==> config.mk <==
export PLATFORM = sky130hd
export DESIGN_NAME = effective_address_gen
export DESIGN_NICKNAME = d
export VERILOG_FILES = /design/src/core/ea_pkg.sv /design/src/core/effective_address_gen.sv /design/src/core/opcode_classifier.sv
export VERILOG_INCLUDE_DIRS = /design/src /design/src/core
export SDC_FILE = /design/constraint.sdc
export NUM_CORES = 1
export LEC_CHECK = 0
export BUFFER_PORTS_ARGS = -buffer_cell sky130_fd_sc_hd__clkbuf_2
export CORE_MARGIN = 2
export CORE_UTILIZATION = 25
export DETAILED_ROUTE_END_ITERATION = 8
export PLACE_DENSITY = 0.53
export SLEW_MARGIN = 10
export SYNTH_ARGS = -nofsm -noshare
export SYNTH_HDL_FRONTEND = slang
export SYNTH_SLANG_ARGS = --single-unit
==> constraint.sdc <==
create_clock -name clk_sys_in -period 8.3 [get_ports clk_sys_in]
set_input_delay 0.415 -clock clk_sys_in [delete_from_list [all_inputs] [get_ports clk_sys_in]]
set_output_delay 0.415 -clock clk_sys_in [all_outputs]
set_load 0.005 [all_outputs]
==> src/core/ea_consts.svh <==
// Timing counts, field positions and reset values of the offset generator.
// Contract
// - Direct mode uses the displacement alone as the operand offset.
// - Register indirect mode uses one base or index register as the offset.
// - Indirect jumps and calls may take any 16-bit general register as target.
// - Based mode adds displacement to the general base or stack base register.
// - Any use of the stack base register selects the stack segment unless overridden.
// - Indexed mode adds displacement to the source or destination index register.
// - Based indexed mode sums one base, one index and the displacement.
// - String operations use source and destination index registers implicitly.
// - Repeated string operations step both index pointers after every element.
// - Memory-mapped ports are reachable through every memory mode, strings included.
// - Direct port addressing takes an 8-bit immediate, ports 0 to 255.
// - Indirect port addressing takes the port number register, ports 0 to 65535.
// - Immediate operands may be sources only, never destinations.
// - Nearly every instruction supports byte or word width chosen by encoding.
// - Arithmetic, shift and compare work on memory operands in place.
// - The decoder recognizes 28 distinct move encodings.
// - Eight single-byte increment encodings each target one 16-bit register.
// - A memory increment is encoded in two, three or four bytes.
// - The data transfer group holds 14 instructions.
// - The offset is an unsigned 16-bit byte distance into the segment.
// - Offset plus shifted segment base gives a 20-bit physical address.
// - A segment override adds two clocks to the offset computation.
`ifndef EA_CONSTS_SVH
`define EA_CONSTS_SVH

// Offset computation times in processor clocks.
`define LAT_DISP        4'h6
`define LAT_BASE_OR_IDX 4'h5
`define LAT_DISP_ONE    4'h9
`define LAT_BI_FAST     4'h7
`define LAT_BI_SLOW     4'h8
`define LAT_FULL_FAST   4'hB
`define LAT_FULL_SLOW   4'hC
`define LAT_OVERRIDE    4'h2
`define LAT_SIMPLE      4'h1

// Field positions and widths.
`define SEG_SHIFT       4
`define PORT_IMM_W      8
`define MODRM_MOD_MEM   2'h3

// Reset values.
`define OFFSET_RST      16'h0000
`define ADDR_RST        20'h00000

`endif

==> src/core/ea_pkg.sv <==
// Types shared by the offset generator and its self-checking bench.
package ea_pkg;

  // Addressing modes requested by the execution unit.
  typedef enum logic [3:0] {
    MODE_DIRECT        = 4'h0,
    MODE_REG_IND       = 4'h1,
    MODE_BASED         = 4'h2,
    MODE_INDEXED       = 4'h3,
    MODE_BASED_INDEXED = 4'h4,
    MODE_STRING        = 4'h5,
    MODE_PORT_DIRECT   = 4'h6,
    MODE_PORT_INDIRECT = 4'h7,
    MODE_JUMP_IND      = 4'h8
  } mode_type;

  // Segment register selection.
  typedef enum logic [1:0] {
    SEG_EXTRA = 2'h0,
    SEG_CODE  = 2'h1,
    SEG_STACK = 2'h2,
    SEG_DATA  = 2'h3
  } seg_type;

  // Controller states.
  typedef enum logic [0:0] {
    ST_IDLE = 1'b0,
    ST_CALC = 1'b1
  } state_type;

endpackage

==> src/core/effective_address_gen.sv <==
// Operand offset, segment, physical address and port number generator.
`timescale 1ns/1ps
`default_nettype none
`include "ea_consts.svh"
module effective_address_gen
  import ea_pkg::*;
(
  // Clock and reset.
  input  wire logic        clk_sys_in,
  input  wire logic        nrst_in,
  // Request from the execution unit.
  input  wire logic        start_in,
  input  wire mode_type    mode_in,
  input  wire logic        base_sel_in,
  input  wire logic        index_sel_in,
  input  wire logic        use_index_in,
  input  wire logic        disp_en_in,
  input  wire logic [15:0] disp_in,
  input  wire logic        override_in,
  input  wire seg_type     override_seg_in,
  input  wire logic        dest_imm_in,
  input  wire logic [7:0]  port_imm_in,
  // Register file contents.
  input  wire logic [15:0] general_base_reg_in,
  input  wire logic [15:0] stack_base_pointer_in,
  input  wire logic [15:0] source_index_reg_in,
  input  wire logic [15:0] destination_index_reg_in,
  input  wire logic [15:0] port_number_reg_in,
  input  wire logic [15:0] jump_reg_in,
  // Segment registers.
  input  wire logic [15:0] seg_extra_in,
  input  wire logic [15:0] seg_code_in,
  input  wire logic [15:0] seg_stack_in,
  input  wire logic [15:0] seg_data_in,
  // String element stepping.
  input  wire logic        step_in,
  input  wire logic        dir_down_in,
  input  wire logic        word_in,
  // Instruction bytes for classification.
  input  wire logic [7:0]  opcode_in,
  input  wire logic [7:0]  modrm_in,
  // Result.
  output logic             busy_out,
  output logic             done_out,
  output logic             refused_out,
  output logic [15:0]      offset_out,
  output seg_type          seg_out,
  output logic [19:0]      phys_addr_out,
  output logic             io_cycle_out,
  output logic [15:0]      port_out,
  // String pointers.
  output logic [15:0]      src_ptr_out,
  output logic [15:0]      dst_ptr_out,
  output logic [19:0]      dst_phys_out,
  // Classification.
  output logic             is_move_out,
  output logic             is_transfer_out,
  output logic             inc_reg_out,
  output logic             inc_mem_out,
  output logic [2:0]       instr_len_out,
  output logic             word_op_out,
  output logic             mem_in_place_out
);

  // Wrapping three-term offset sum; carry out of bit 15 is dropped.
  function automatic logic [15:0] ea_sum(input logic [15:0] a,
                                         input logic [15:0] b,
                                         input logic [15:0] c);
    ea_sum = a + b + c;
  endfunction

  // Shifted segment base plus offset, truncated to the address width.
  function automatic logic [19:0] phys_calc(input logic [15:0] seg,
                                            input logic [15:0] off);
    phys_calc = {seg, 4'h0} + {4'h0, off};
  endfunction

  // Pointer step by one byte or one word, up or down.
  function automatic logic [15:0] ptr_step(input logic [15:0] p,
                                           input logic        down,
                                           input logic        word);
    logic [15:0] d;
    d = word ? 16'h0002 : 16'h0001;
    ptr_step = down ? p - d : p + d;
  endfunction

  state_type   state_r;
  logic [3:0]  cnt_r;
  logic        busy_r;
  logic        done_r;
  logic        refused_r;
  logic        take;
  logic [15:0] base_val;
  logic [15:0] idx_val;
  logic [15:0] off_nxt;
  logic [3:0]  lat_nxt;
  seg_type     seg_nxt;
  seg_type     seg_r;
  seg_type     pend_seg_r;
  logic        io_nxt;
  logic        mem_mode;
  logic [15:0] pend_off_r;
  logic        pend_io_r;
  logic [15:0] offset_r;
  logic [19:0] phys_r;
  logic [15:0] seg_base;
  logic        io_r;
  logic [15:0] port_r;
  logic [15:0] src_ptr_r;
  logic [15:0] dst_ptr_r;
  logic [19:0] dst_phys_r;
  logic        c_move;
  logic        c_xfer;
  logic        c_inc_reg;
  logic        c_inc_mem;
  logic [2:0]  c_len;
  logic        c_word;
  logic        c_in_place;
  logic        is_move_r;
  logic        is_xfer_r;
  logic        inc_reg_r;
  logic        inc_mem_r;
  logic [2:0]  len_r;
  logic        word_r;
  logic        in_place_r;

  // A request is taken only when idle and not naming an immediate destination.
  assign take = start_in && (state_r == ST_IDLE) && !dest_imm_in;

  // Operand component selection.
  assign base_val = base_sel_in ? stack_base_pointer_in : general_base_reg_in;
  assign idx_val  = index_sel_in ? destination_index_reg_in : source_index_reg_in;

  // Offset, segment and computation time for the requested mode.
  always_comb begin
    off_nxt  = `OFFSET_RST;
    lat_nxt  = `LAT_SIMPLE;
    seg_nxt  = SEG_DATA;
    io_nxt   = 1'b0;
    mem_mode = 1'b1;
    unique case (mode_in)
      MODE_DIRECT: begin
        off_nxt = disp_in;
        lat_nxt = `LAT_DISP;
      end
      MODE_REG_IND: begin
        off_nxt = use_index_in ? idx_val : base_val;
        lat_nxt = `LAT_BASE_OR_IDX;
        if (!use_index_in && base_sel_in) begin
          seg_nxt = SEG_STACK;
        end
      end
      MODE_BASED: begin
        off_nxt = ea_sum(disp_in, base_val, 16'h0000);
        lat_nxt = `LAT_DISP_ONE;
        if (base_sel_in) begin
          seg_nxt = SEG_STACK;
        end
      end
      MODE_INDEXED: begin
        off_nxt = ea_sum(disp_in, 16'h0000, idx_val);
        lat_nxt = `LAT_DISP_ONE;
      end
      MODE_BASED_INDEXED: begin
        off_nxt = ea_sum(disp_en_in ? disp_in : 16'h0000, base_val, idx_val);
        if (base_sel_in == index_sel_in) begin
          lat_nxt = disp_en_in ? `LAT_FULL_FAST : `LAT_BI_FAST;
        end else begin
          lat_nxt = disp_en_in ? `LAT_FULL_SLOW : `LAT_BI_SLOW;
        end
        if (base_sel_in) begin
          seg_nxt = SEG_STACK;
        end
      end
      MODE_STRING: begin
        off_nxt = source_index_reg_in;
      end
      MODE_PORT_DIRECT: begin
        off_nxt  = {{(16 - `PORT_IMM_W){1'b0}}, port_imm_in};
        io_nxt   = 1'b1;
        mem_mode = 1'b0;
      end
      MODE_PORT_INDIRECT: begin
        off_nxt  = port_number_reg_in;
        io_nxt   = 1'b1;
        mem_mode = 1'b0;
      end
      MODE_JUMP_IND: begin
        off_nxt  = jump_reg_in;
        seg_nxt  = SEG_CODE;
        mem_mode = 1'b0;
      end
      default: begin
        mem_mode = 1'b0;
      end
    endcase
    // Every memory mode, strings included, honours an override at a cost.
    if (override_in && mem_mode) begin
      seg_nxt = override_seg_in;
      lat_nxt = lat_nxt + `LAT_OVERRIDE;
    end
  end

  // Sequencer: counts the computation time of the taken request.
  always_ff @(posedge clk_sys_in or negedge nrst_in) begin
    if (!nrst_in) begin
      state_r <= ST_IDLE;
      cnt_r   <= 4'h0;
      busy_r  <= 1'b0;
    end else begin
      unique case (state_r)
        ST_IDLE: begin
          if (take) begin
            state_r <= ST_CALC;
            cnt_r   <= lat_nxt;
            busy_r  <= 1'b1;
          end
        end
        ST_CALC: begin
          cnt_r <= cnt_r - 4'h1;
          if (cnt_r == 4'h1) begin
            state_r <= ST_IDLE;
            busy_r  <= 1'b0;
          end
        end
      endcase
    end
  end

  // Results are held from the taking edge and presented on completion.
  always_ff @(posedge clk_sys_in or negedge nrst_in) begin
    if (!nrst_in) begin
      pend_off_r <= `OFFSET_RST;
      pend_seg_r <= SEG_DATA;
      pend_io_r  <= 1'b0;
    end else if (take) begin
      pend_off_r <= off_nxt;
      pend_seg_r <= seg_nxt;
      pend_io_r  <= io_nxt;
    end
  end

  // Segment base used for the physical address.
  always_comb begin
    unique case (pend_seg_r)
      SEG_EXTRA: seg_base = seg_extra_in;
      SEG_CODE:  seg_base = seg_code_in;
      SEG_STACK: seg_base = seg_stack_in;
      SEG_DATA:  seg_base = seg_data_in;
    endcase
  end

  // Completion outputs, updated on the last computation edge.
  always_ff @(posedge clk_sys_in or negedge nrst_in) begin
    if (!nrst_in) begin
      done_r   <= 1'b0;
      offset_r <= `OFFSET_RST;
      seg_r    <= SEG_DATA;
      phys_r   <= `ADDR_RST;
      io_r     <= 1'b0;
      port_r   <= `OFFSET_RST;
    end else begin
      done_r <= (state_r == ST_CALC) && (cnt_r == 4'h1);
      if ((state_r == ST_CALC) && (cnt_r == 4'h1)) begin
        io_r <= pend_io_r;
        if (pend_io_r) begin
          port_r <= pend_off_r;
        end else begin
          offset_r <= pend_off_r;
          seg_r    <= pend_seg_r;
          phys_r   <= phys_calc(seg_base, pend_off_r);
        end
      end
    end
  end

  // Immediate destinations are refused with a one-cycle pulse.
  always_ff @(posedge clk_sys_in or negedge nrst_in) begin
    if (!nrst_in) begin
      refused_r <= 1'b0;
    end else begin
      refused_r <= start_in && (state_r == ST_IDLE) && dest_imm_in;
    end
  end

  // Implicit string pointers: loaded on a string request, stepped per element.
  always_ff @(posedge clk_sys_in or negedge nrst_in) begin
    if (!nrst_in) begin
      src_ptr_r  <= `OFFSET_RST;
      dst_ptr_r  <= `OFFSET_RST;
      dst_phys_r <= `ADDR_RST;
    end else begin
      if (take && mode_in == MODE_STRING) begin
        src_ptr_r <= source_index_reg_in;
        dst_ptr_r <= destination_index_reg_in;
      end else if (step_in) begin
        src_ptr_r <= ptr_step(src_ptr_r, dir_down_in, word_in);
        dst_ptr_r <= ptr_step(dst_ptr_r, dir_down_in, word_in);
      end
      dst_phys_r <= phys_calc(seg_extra_in, dst_ptr_r);
    end
  end

  // Instruction classification.
  opcode_classifier u_class (
    .opcode_in        (opcode_in),
    .modrm_in         (modrm_in),
    .is_move_out      (c_move),
    .is_transfer_out  (c_xfer),
    .inc_reg_out      (c_inc_reg),
    .inc_mem_out      (c_inc_mem),
    .instr_len_out    (c_len),
    .word_op_out      (c_word),
    .mem_in_place_out (c_in_place)
  );

  // Classification is registered one cycle after the bytes are presented.
  always_ff @(posedge clk_sys_in or negedge nrst_in) begin
    if (!nrst_in) begin
      is_move_r  <= 1'b0;
      is_xfer_r  <= 1'b0;
      inc_reg_r  <= 1'b0;
      inc_mem_r  <= 1'b0;
      len_r      <= 3'h0;
      word_r     <= 1'b0;
      in_place_r <= 1'b0;
    end else begin
      is_move_r  <= c_move;
      is_xfer_r  <= c_xfer;
      inc_reg_r  <= c_inc_reg;
      inc_mem_r  <= c_inc_mem;
      len_r      <= c_len;
      word_r     <= c_word;
      in_place_r <= c_in_place;
    end
  end

  // Outputs straight from flip-flops.
  assign busy_out         = busy_r;
  assign done_out         = done_r;
  assign refused_out      = refused_r;
  assign offset_out       = offset_r;
  assign seg_out          = seg_r;
  assign phys_addr_out    = phys_r;
  assign io_cycle_out     = io_r;
  assign port_out         = port_r;
  assign src_ptr_out      = src_ptr_r;
  assign dst_ptr_out      = dst_ptr_r;
  assign dst_phys_out     = dst_phys_r;
  assign is_move_out      = is_move_r;
  assign is_transfer_out  = is_xfer_r;
  assign inc_reg_out      = inc_reg_r;
  assign inc_mem_out      = inc_mem_r;
  assign instr_len_out    = len_r;
  assign word_op_out      = word_r;
  assign mem_in_place_out = in_place_r;
endmodule
`default_nettype wire

==> src/core/opcode_classifier.sv <==
// Combinational classifier of first opcode byte and operand byte.
`timescale 1ns/1ps
`default_nettype none
`include "ea_consts.svh"
module opcode_classifier (
  // Instruction bytes.
  input  wire logic [7:0] opcode_in,
  input  wire logic [7:0] modrm_in,
  // Classification.
  output logic            is_move_out,
  output logic            is_transfer_out,
  output logic            inc_reg_out,
  output logic            inc_mem_out,
  output logic [2:0]      instr_len_out,
  output logic            word_op_out,
  output logic            mem_in_place_out
);

  logic mem_form;

  // Operand byte selects memory when its mode field is not register.
  assign mem_form = (modrm_in[7:6] != `MODRM_MOD_MEM);

  // Move encodings: register, memory, immediate, segment and accumulator forms.
  assign is_move_out = opcode_in inside {[8'h88:8'h8C], 8'h8E, [8'hA0:8'hA3],
                                         [8'hB0:8'hBF], 8'hC6, 8'hC7};

  // Data transfer group: move, push, pop, exchange, translate, in, out,
  // offset and pointer loads and flag transfers.
  assign is_transfer_out = is_move_out ||
      opcode_in inside {8'h8D, 8'hC4, 8'hC5, [8'h9C:8'h9F], [8'h50:8'h5F],
                        8'h8F, 8'h06, 8'h07, 8'h0E, 8'h16, 8'h17, 8'h1E,
                        8'h1F, 8'h86, 8'h87, [8'h90:8'h97], 8'hD7,
                        [8'hE4:8'hE7], [8'hEC:8'hEF]};

  // One-byte register increments, one per 16-bit register.
  assign inc_reg_out = opcode_in inside {[8'h40:8'h47]};

  // Memory increments carry the operand address in the instruction.
  assign inc_mem_out = opcode_in inside {8'hFE, 8'hFF} &&
                       (modrm_in[5:3] == 3'h0) && mem_form;

  // Length: one byte for register forms, two plus displacement for memory.
  always_comb begin
    instr_len_out = 3'h0;
    if (inc_reg_out) begin
      instr_len_out = 3'h1;
    end else if (inc_mem_out) begin
      unique case (modrm_in[7:6])
        2'h1:    instr_len_out = 3'h3;
        2'h2:    instr_len_out = 3'h4;
        default: instr_len_out = (modrm_in[2:0] == 3'h6) ? 3'h4 : 3'h2;
      endcase
    end
  end

  // Width bit sits in bit 3 for immediate-to-register moves, else bit 0.
  assign word_op_out = (opcode_in[7:4] == 4'hB) ? opcode_in[3] : opcode_in[0];

  // Arithmetic, logic, compare, shift and increment on memory operands.
  assign mem_in_place_out = mem_form &&
      ((opcode_in[7:6] == 2'h0 && opcode_in[2] == 1'b0) ||
       opcode_in inside {[8'h80:8'h83], [8'hD0:8'hD3], 8'hFE, 8'hFF});

endmodule
`default_nettype wire

After elaboration in Yosys (flattened, before gate mapping). Index checks and enable logic that the tools add are counted.

Bits in registers: 143. Word-level logic and storage cells: 178. Input port bits: 218. Output and inout bits: 119.

Bitwise operators: 3. Reduce and logical (&&, ||, !) cells: 42. Mux-type cells: 37. Equality and inequality tests: 39. Magnitude comparators: 22. Add/subtract/negate cells: 12.

Operators by type and width (count): 2-to-1 mux 16 bit (10); case mux 16 bit (9 select lines) (1); == test 8 bit, second input constant (12); adder 16 bit (5); >= comparator 8 bit, second input constant (9); <= comparator 8 bit, second input constant (9); case mux 16 bit (4 select lines) (1); adder 20 x 16 -> 20 bit (2); == test 8 x 5 -> 1 bit, second input constant (4); logical AND 1 bit (22); nonzero test 19 bit (1); adder 16 x 2 -> 16 bit (1); == test 4 x 3 -> 1 bit, second input constant (4); == test 8 x 3 -> 1 bit, second input constant (2); >= comparator 8 x 7 -> 1 bit, second input constant (2); <= comparator 8 x 7 -> 1 bit, second input constant (2); 2-to-1 mux 4 bit (4); case mux 4 bit (4 select lines) (1); subtractor 16 bit (1); subtractor 16 x 2 -> 16 bit (1); 2-to-1 mux 3 bit (4); 2-to-1 mux 1 bit (9); == test 4 x 1 -> 1 bit, second input constant (2); == test 4 x 2 -> 1 bit, second input constant (2); other kinds (27) (44).

Depth between registers and ports, before layout. Gate-level depths: netlist (run 1).

Depth after elaboration: 7. Gate-level depth with buffers: 18. Mapped depth without buffers: 15.

Modules after synthesis. A second synthesis (run 1) with hierarchy kept.

Cell total of the unflattened synthesis: 1326. Area total of the unflattened synthesis: 11835.1 um^2.

By module, submodules not included: effective_address_gen (cells an instance 1264, times used 1, area each 11408.4 um^2, sequential area each 3483.3 um^2); opcode_classifier (cells an instance 62, times used 1, area each 426.7 um^2, sequential area each 0.0 um^2).

Least setup slack after synthesis (run 1). Ideal clock, no wire load.

Path kind: reg-to-reg. Start point: reg pend_seg_r[1]. End point: reg phys_r[18], in the netlist phys_addr_out[18]. Arrival: 3.893 ns. Required time: 8.170 ns. Library setup time: 0.130 ns. Slack: 4.276 ns. Cell stages (with the launch flop): 15. Period minus slack after synthesis: 4.024 ns. Path buffers: 2. Path through: dfstp_2 -> buf_2 -> buf_1 -> mux4_2 -> ha_1 -> fa_1 -> a21oi_1 -> o21ai_1 -> nor4_1 -> nor3_1 -> a211o_1 -> o31ai_1 -> nor2b_1 -> xnor2_1 -> o21ai_1.

Longest elaborated chain between the ends: 3. Elaborated cells between the ends (all ways): 6. Classes of those cells: add/sub (1); eq/ne (3); mux (1); reduce/logical (1).

Ends and longest elaborated chain: start: declaration (line effective_address_gen.sv:99) `seg_type pend_seg_r;`; start signal: assignment (line effective_address_gen.sv:238) `pend_seg_r <= seg_nxt;`; == test 2 bit, or another cell as far along (line effective_address_gen.sv:245) `unique case (pend_seg_r)`; case mux 16 bit (4 select lines) (*) (line effective_address_gen.sv:245); adder 20 x 16 -> 20 bit (*) (line effective_address_gen.sv:75) `phys_calc = {seg, 4'h0} + {4'h0, off};`; end signal: assignment (line effective_address_gen.sv:259) `` phys_r <= `ADDR_RST; ``; end signal: assignment (line effective_address_gen.sv:271) `phys_r <= phys_calc(seg_base, pend_off_r);`; end: declaration (line effective_address_gen.sv:105) `logic [19:0] phys_r;`.

Mark *: on every way between the ends. The rest lies on a longest branch, timed or not. A chain may end at the register's enable or synchronous reset.

Final worst setup path (run 1). Same ends and word-level chain as after synthesis.

==> qor.yml, run 1 <==
status: "complete, no violations"
relSlewSlack: 0.2827
synth-seq-cells: 139
route.detailed.drc: 0
fin_setup_tns_ns: 0
layout-drive-gt1-share: 0.2786
grt_max_degree: 77
ctsHoldBuffers: 0
tightest_slew_ns: 1.070
h-tree-depth: 4
crit_chain: "mux4_2 -> ha_1 -> fa_1 -> a21oi_1 -> o21ai_1 -> nor4_1 -> nor3_1 -> a211o_1 -> o31ai_1 -> nor2b_1 -> xnor2_1 -> o21ai_1"
critPathLaunchType: "register"
synth.distinct_cells: 75
synth_cells: 1323
numCtsBuffers: 17
syn_nets: 1653
power_density_nw_per_um2: 299.2
wl_met3_um: 3147
worst-setup-path-type: "register to register"
worst_r2r_endpoint: "phys_addr_out[18]$_DFFE_PN0P_"
grt-ovfl-total: 0
crit_cells: 12
p_comb_frac: 0.521
syn_to_final_growth_pct: 24.30
tritoncts: "built"
fill_cells: 4900
drt-met1-wl_um: 21080
finalWeightedCongestion: 0.9244
power.switching_mw: 1.872
r2r_slack_ns: 4.23
fin_crit_sh: 0.4906
critPathTopFamily: "compound AO/OA/AOI/OAI gates"
synth_edf_count: 0
ant_nets: 0
die_x_um: 220.4
cp.required_ns: 8.61
rsz0062_at_grt: "no"
dr_wl_met2_um: 22240
rr_worst_depth: 12
wl_per_cell_um: 21.43
synth_warnings: 0
intPower_mw: 2.483
fmax_mhz: 245.6
max-vdd-ir-drop_uv: 221.6
ctsResizeCount: 0
worstPathArrival_ns: 4.38
cts-root-buf: "clkbuf_16"
endpoint_kind: "register"
pwr-share-seq: 0.294
cts.clk_slew.worst_paths_ns: 0.07
dr.max_layer_used: "met4"
worst-path-buf-inv: 0
grt_pass1_vias: 11183
critPathMaxStageDelay_ns: 0.93
startpoint: "pend_seg_r[1]$_DFFE_PN1P_"
start_util: 0.2526
yosys.cell_count.top_type: "nand2_1"
drt_wl_total_um: 48050
synth_ff_type: "dfrtp_1"
grtUsageTotal: 0.1976
ys_seq_area_frac: 0.2975
clk_latency_ns: 0.45
slew_violations: 0
final.min_clock_period_ns: 4.072
synth_area_per_cell_um2: 8.850
power_frac_clock: 0.185
nets: 1950
p_leak_nw: 7.035
netlist.area_leader.share: 0.2885
drt-initial-drc-count: 711
cp-endpoint: "phys_addr_out[18]$_DFFE_PN0P_"
dpl.hpwl_um: 38390
place_area_um2: 13950
finClkSkew_ns: 0.01252
synth_area_leaders: "dfrtp_1, ha_1, nand2_1"
antenna_found_initial: 2
maxCapViolCount: 0
r2r-start: "pend_seg_r[1]$_DFFE_PN1P_"
hold_viol_final: 0
hold_class: "input port to async pin"
cp_max_fo: 18
rows: 79
core-area_um2: 46360
routed_via_density: 5.036
ys_async_sr_fraction: 1.000
swShare: 0.4298
crit_slowest_cell: "dfstp_2"
design_area_um2: 14550
post_cts_buffers: 0
vias: 11290
drtPass1Iterations: 7
setup_viol: 0
synthTopCellsByCount: "nand2_1, dfrtp_1, o21ai_0"
synth_top_cell_by_area: "dfrtp_1"
grt_pass1_wl_um: 69880
netlist_area_um2: 11710
io_pins: 337
fp.dieH_um: 220.4
clockBufferDepth: 2
port-buffer-count: 336
path_common_cell: "o21ai_1"
clock-sinks: 139
die-area_um2: 48580
[flip-flops by register name (all words and copies together), names as in the netlist, 2 cells and up]
register,flops
cnt_r,4
dst_phys_out,20
dst_ptr_out,16
instr_len_out,3
offset_out,16
pend_off_r,16
pend_seg_r,2
phys_addr_out,16
port_out,16
seg_out,2
src_ptr_out,16
[power by group through the flow]
stage | registers (mW) | clock network (mW) | logic [mW]
4_1_cts | 1.29 | 0.834 | 2.28
3_3_place_gp | 1.29 | 0 | 2.24
6_report | 1.28 | 0.805 | 2.27
5_1_grt | 1.33 | 0.860 | 2.54
3_5_place_dp | 1.30 | 0 | 2.26
2_1_floorplan | 1.14 | 0 | 1.59
[routing by layer]
| metal | vias to the layer above | global-route usage |
|---|---|---|
| li1 | 5379 | - |
| met1 | 5398 | 0.2536 |
| met2 | 451 | 0.3238 |
| met3 | 62 | 0.04151 |
| met4 | 0 | 0.07830 |
| met5 | - | 0 |
[cells in the final DEF, fill, tap and decap left out, types with 25 or more instances in the layout]
cell,n
mux2i_1,43
nand2_1,180
dfrtp_1,135
mux2_2,43
inv_1,51
a21o_1,25
a21oi_1,98
xnor2_1,50
xor2_1,29
ha_1,91
o21ai_0,103
clkbuf_2,335
nor2_1,92
[logic make-up after synthesis]
| family | share of synthesized area |
|---|---|
| buffers and inverters | 0.03954 |
| AND/OR/NAND/NOR | 0.1551 |
| adder cells (fa/ha/maj) | 0.1331 |
| AO/OA/AOI/OAI | 0.2068 |
| flip-flops | 0.2975 |
| XOR/XNOR | 0.05909 |
| multiplexers | 0.1089 |
[area by class of cell]
| type | count | area, µm² | area share |
|---|---|---|---|
| timing repair buffer | 343 | 1740 | 0.1196 |
| inverter | 52 | 195.2 | 0.01341 |
| antenna | 2 | 5.005 | 0.0003439 |
| multi-input combinational | 1067 | 7771 | 0.5340 |
| clock buffer | 18 | 429.2 | 0.02949 |
| clock inverter | 14 | 170.2 | 0.01169 |
| tap | 607 | 759.5 | 0.05218 |
| sequential | 139 | 3483 | 0.2393 |
[metrics by stage]
| step | hold slack (ns) | power, mW | utilization | setup slack, ns | std cells |
|---|---|---|---|---|---|
| 2_1_floorplan | 0.1194 | 2.728 | - | 4.276 | 1323 |
| 3_3_place_gp | 0.4321 | 3.531 | 0.3009 | 4.024 | 2208 |
| 3_5_place_dp | 0.4393 | 3.567 | 0.3009 | 4.028 | 2208 |
| 4_1_cts | 0.03894 | 4.405 | 0.3138 | 4.217 | 2240 |
| 5_1_grt | 0.06185 | 4.730 | 0.3139 | 3.990 | 2242 |
| 6_report | 0.02023 | 4.355 | 0.3139 | 4.228 | 2242 |
[worst min path at each step]
stage / from / cells after the start / endpoint
5_1_grt: nrst_in / 1 / src_ptr_out[4]$_DFFE_PN0P_
6_report: nrst_in / 1 / src_ptr_out[4]$_DFFE_PN0P_
2_1_floorplan: nrst_in / 0 / busy_out$_DFFE_PN0P_
3_3_place_gp: dst_ptr_out[2]$_DFFE_PN0P_ / 0 / dst_phys_out[2]$_DFF_PN0_
3_5_place_dp: dst_ptr_out[0]$_DFFE_PN0P_ / 0 / dst_phys_out[0]$_DFF_PN0_
4_1_cts: nrst_in / 1 / src_ptr_out[4]$_DFFE_PN0P_
(Power assumes the default switching activity.)
==> run 2, diff against run 1 <==
Settings changed: ABC_AREA set to 1, PLACE_DENSITY 0.53 to 0.54.
Clock period 8.3 ns to 3.6 ns, I/O delays scaled along.
==> run 2 against run 1 <==
  * Non-clock buffer count is 33 higher
  * Flip-flop and latch count stayed put
  * Sequential share of layout area is 2.0 points lower
  * Clock power is 140% higher
  * Global-route usage is 0.73 points higher
  * Synthesized cell count is 45% higher
  * Fmax is 31% higher
  * Die area is 7.8% higher
  * Clock-buffer cell count stayed put
  * Via count is 27% higher
  * Core utilization is 0.32 points higher
  * Area after synthesis is 8.0% higher
  * Critical endpoint is now phys_addr_out[19]$_DFFE_PN0P_
==> qor.yml, run 2 <==
status: "complete, no violations"
holdWs_ns: 0.02036
synth.distinct_cells: 47
syn_to_final_growth_pct: 25.64
routed_via_density: 4.852
final_common_cell: "nand2_1"
ctsResizeCount: 0
max-vdd-ir-drop_uv: 384.5
h-tree-depth: 4
layout-drive-gt1-share: 0.1907
nets: 2587
cp.required_ns: 3.95
dpl.hpwl_um: 45510
clk_latency_ns: 0.47
largest_register_ffs: 20
maxCapViolCount: 0
clockBufferDepth: 2
start_util: 0.2524
layoutNonFillerInstCount: 2947
layout_common_cells: "nand2_1, clkbuf_2, inv_1"
vias: 14299
drt_wl_total_um: 54430
ys_async_sr_fraction: 1.000
dp_slack_ns: 0.3260
synth_ff_type: "dfrtp_1"
ant_nets: 0
numCtsBuffers: 17
fin_util: 0.3172
relSlewSlack: 0.3427
netlist_area_um2: 12640
syn_nets: 2246
critPathLaunchType: "register"
worst-setup-path-type: "register to register"
drtPass1Iterations: 5
antenna_found_initial: 5
grt_pass1_wl_um: 81920
fmax_mhz: 321.4
port-buffer-count: 336
fin_setup_tns_ns: 0
synth_top_cell_by_area: "dfrtp_1"
synth_area_per_cell_um2: 6.597
grtUsageTotal: 0.2049
dp.cells: 2895
finalWeightedCongestion: 1.010
route.detailed.drc: 0
synth_edf_count: 0
hold_viol_final: 0
grt_pass1_vias: 13798
grt_max_degree: 84
die_x_um: 228.9
setup_slack_ns: 0.4885
synth-seq-cells: 139
grt-ovfl-total: 0
rsz0062_at_grt: "no"
core-area_um2: 50070
wl_per_cell_um: 18.47
power_density_nw_per_um2: 679.1
rows: 82
synth_cells: 1916
synth_warnings: 0
setup_viol: 0
die-area_um2: 52370
cts-root-buf: "clkbuf_16"
endpoint_kind: "register"
io_pins: 337
finClkSkew_ns: 0.01348
yosys.cell_count.top_type: "nand2_1"
synthTopCellsByCount: "nand2_1, inv_1, o21ai_0"
ys_seq_area_frac: 0.2756
netlist.area_leader.share: 0.2673
p_leak_nw: 8.560
clock-sinks: 139
fp.dieH_um: 228.9
drt-initial-drc-count: 1109
hold_depth: 3
tritoncts: "built"
worstPathArrival_ns: 3.46
cp_max_fo: 19
final.min_clock_period_ns: 3.111
tightest_slew_ns: 0.9836
rr_worst_depth: 16
ctsHoldBuffers: 15
synth_area_leaders: "dfrtp_1, nand2_1, ha_1"
fin_crit_sh: 0.8643
post_cts_buffers: 0
hold_class: "input port to register"
slew_violations: 0
cts.clk_slew.worst_paths_ns: 0.06
run 2: cell count changes in the layout (fill, tap and decap cells not counted), moves of 43 or more:
cell / previous run / this run
mux2_2: 43 / 0
nand2_1: 180 / 661
inv_1: 51 / 225
o21ai_0: 103 / 150
nand3_1: 14 / 130
mux2i_1: 43 / 0
run 2: cell families after synthesis:
group           synth area share
compound gates            0.1524
xor+xnor                 0.02287
fa+ha+maj                 0.1233
buf+inv                  0.09067
flops                     0.2756
simple gates              0.3351
run 2: final timing paths:
kind | start | end | slack (ns)
worst max-delay path | pend_seg_r[1]$_DFFE_PN1P_ | phys_addr_out[19]$_DFFE_PN0P_ | 0.49
worst min-delay path | override_seg_in[0] | pend_seg_r[0]$_DFFE_PN1P_ | 0.02
worst max register to register | pend_seg_r[1]$_DFFE_PN1P_ | phys_addr_out[19]$_DFFE_PN0P_ | 0.49
worst min register to register | dst_ptr_out[2]$_DFFE_PN0P_ | dst_phys_out[2]$_DFF_PN0_ | 0.45
max in group asynchronous | nrst_in | pend_seg_r[0]$_DFFE_PN1P_ | 2.39
min in group asynchronous | nrst_in | offset_out[12]$_DFFE_PN0P_ | 0.36
run 2: cell type report:
cell class | instances | area (µm²)
fill | 5559 | 34190
multi-input combinational | 1489 | 8015
sequential | 139 | 3483
timing repair buffer | 376 | 2026
inverter | 234 | 878.3
tap | 672 | 840.8
clock buffer | 18 | 439.2
clock inverter | 14 | 185.2
antenna | 5 | 12.51
run 2: worst max-delay path, cell delays in order, from the launching register on:
cell	delay, ns
dfstp_2	0.38
inv_2	0.24
nor2_2	0.16
a221oi_1	0.32
nand2_1	0.15
o21ai_0	0.11
inv_1	0.09
ha_1	0.38
nand2_1	0.11
o21ai_0	0.40
nand3_1	0.13
nand3_1	0.15
nand2_1	0.08
nand2_2	0.10
nand3_1	0.07
nand3_1	0.08
nand2_1	0.05
run 2: metrics by stage:
stage | area (µm²) | total power, mW
5_1_grt | 15880 | 11.77
4_1_cts | 15870 | 10.85
3_5_place_dp | 15090 | 8.871
3_3_place_gp | 15090 | 8.817
6_report | 15880 | 10.78
2_1_floorplan | 12640 | 6.606
run 2: report_power, final:
part | switching, mW | internal, mW | total, mW
combinational | 3.69 | 2.30 | 5.98
clock | 0.796 | 1.12 | 1.92
sequential | 0.622 | 2.26 | 2.88
total | 5.11 | 5.68 | 10.8
run 2: routing by layer:
metal,global-route usage,share of wire
met1,0.2761,0.46
met5,0,0
met4,0.08076,0.032
met3,0.03031,0.060
met2,0.3297,0.45
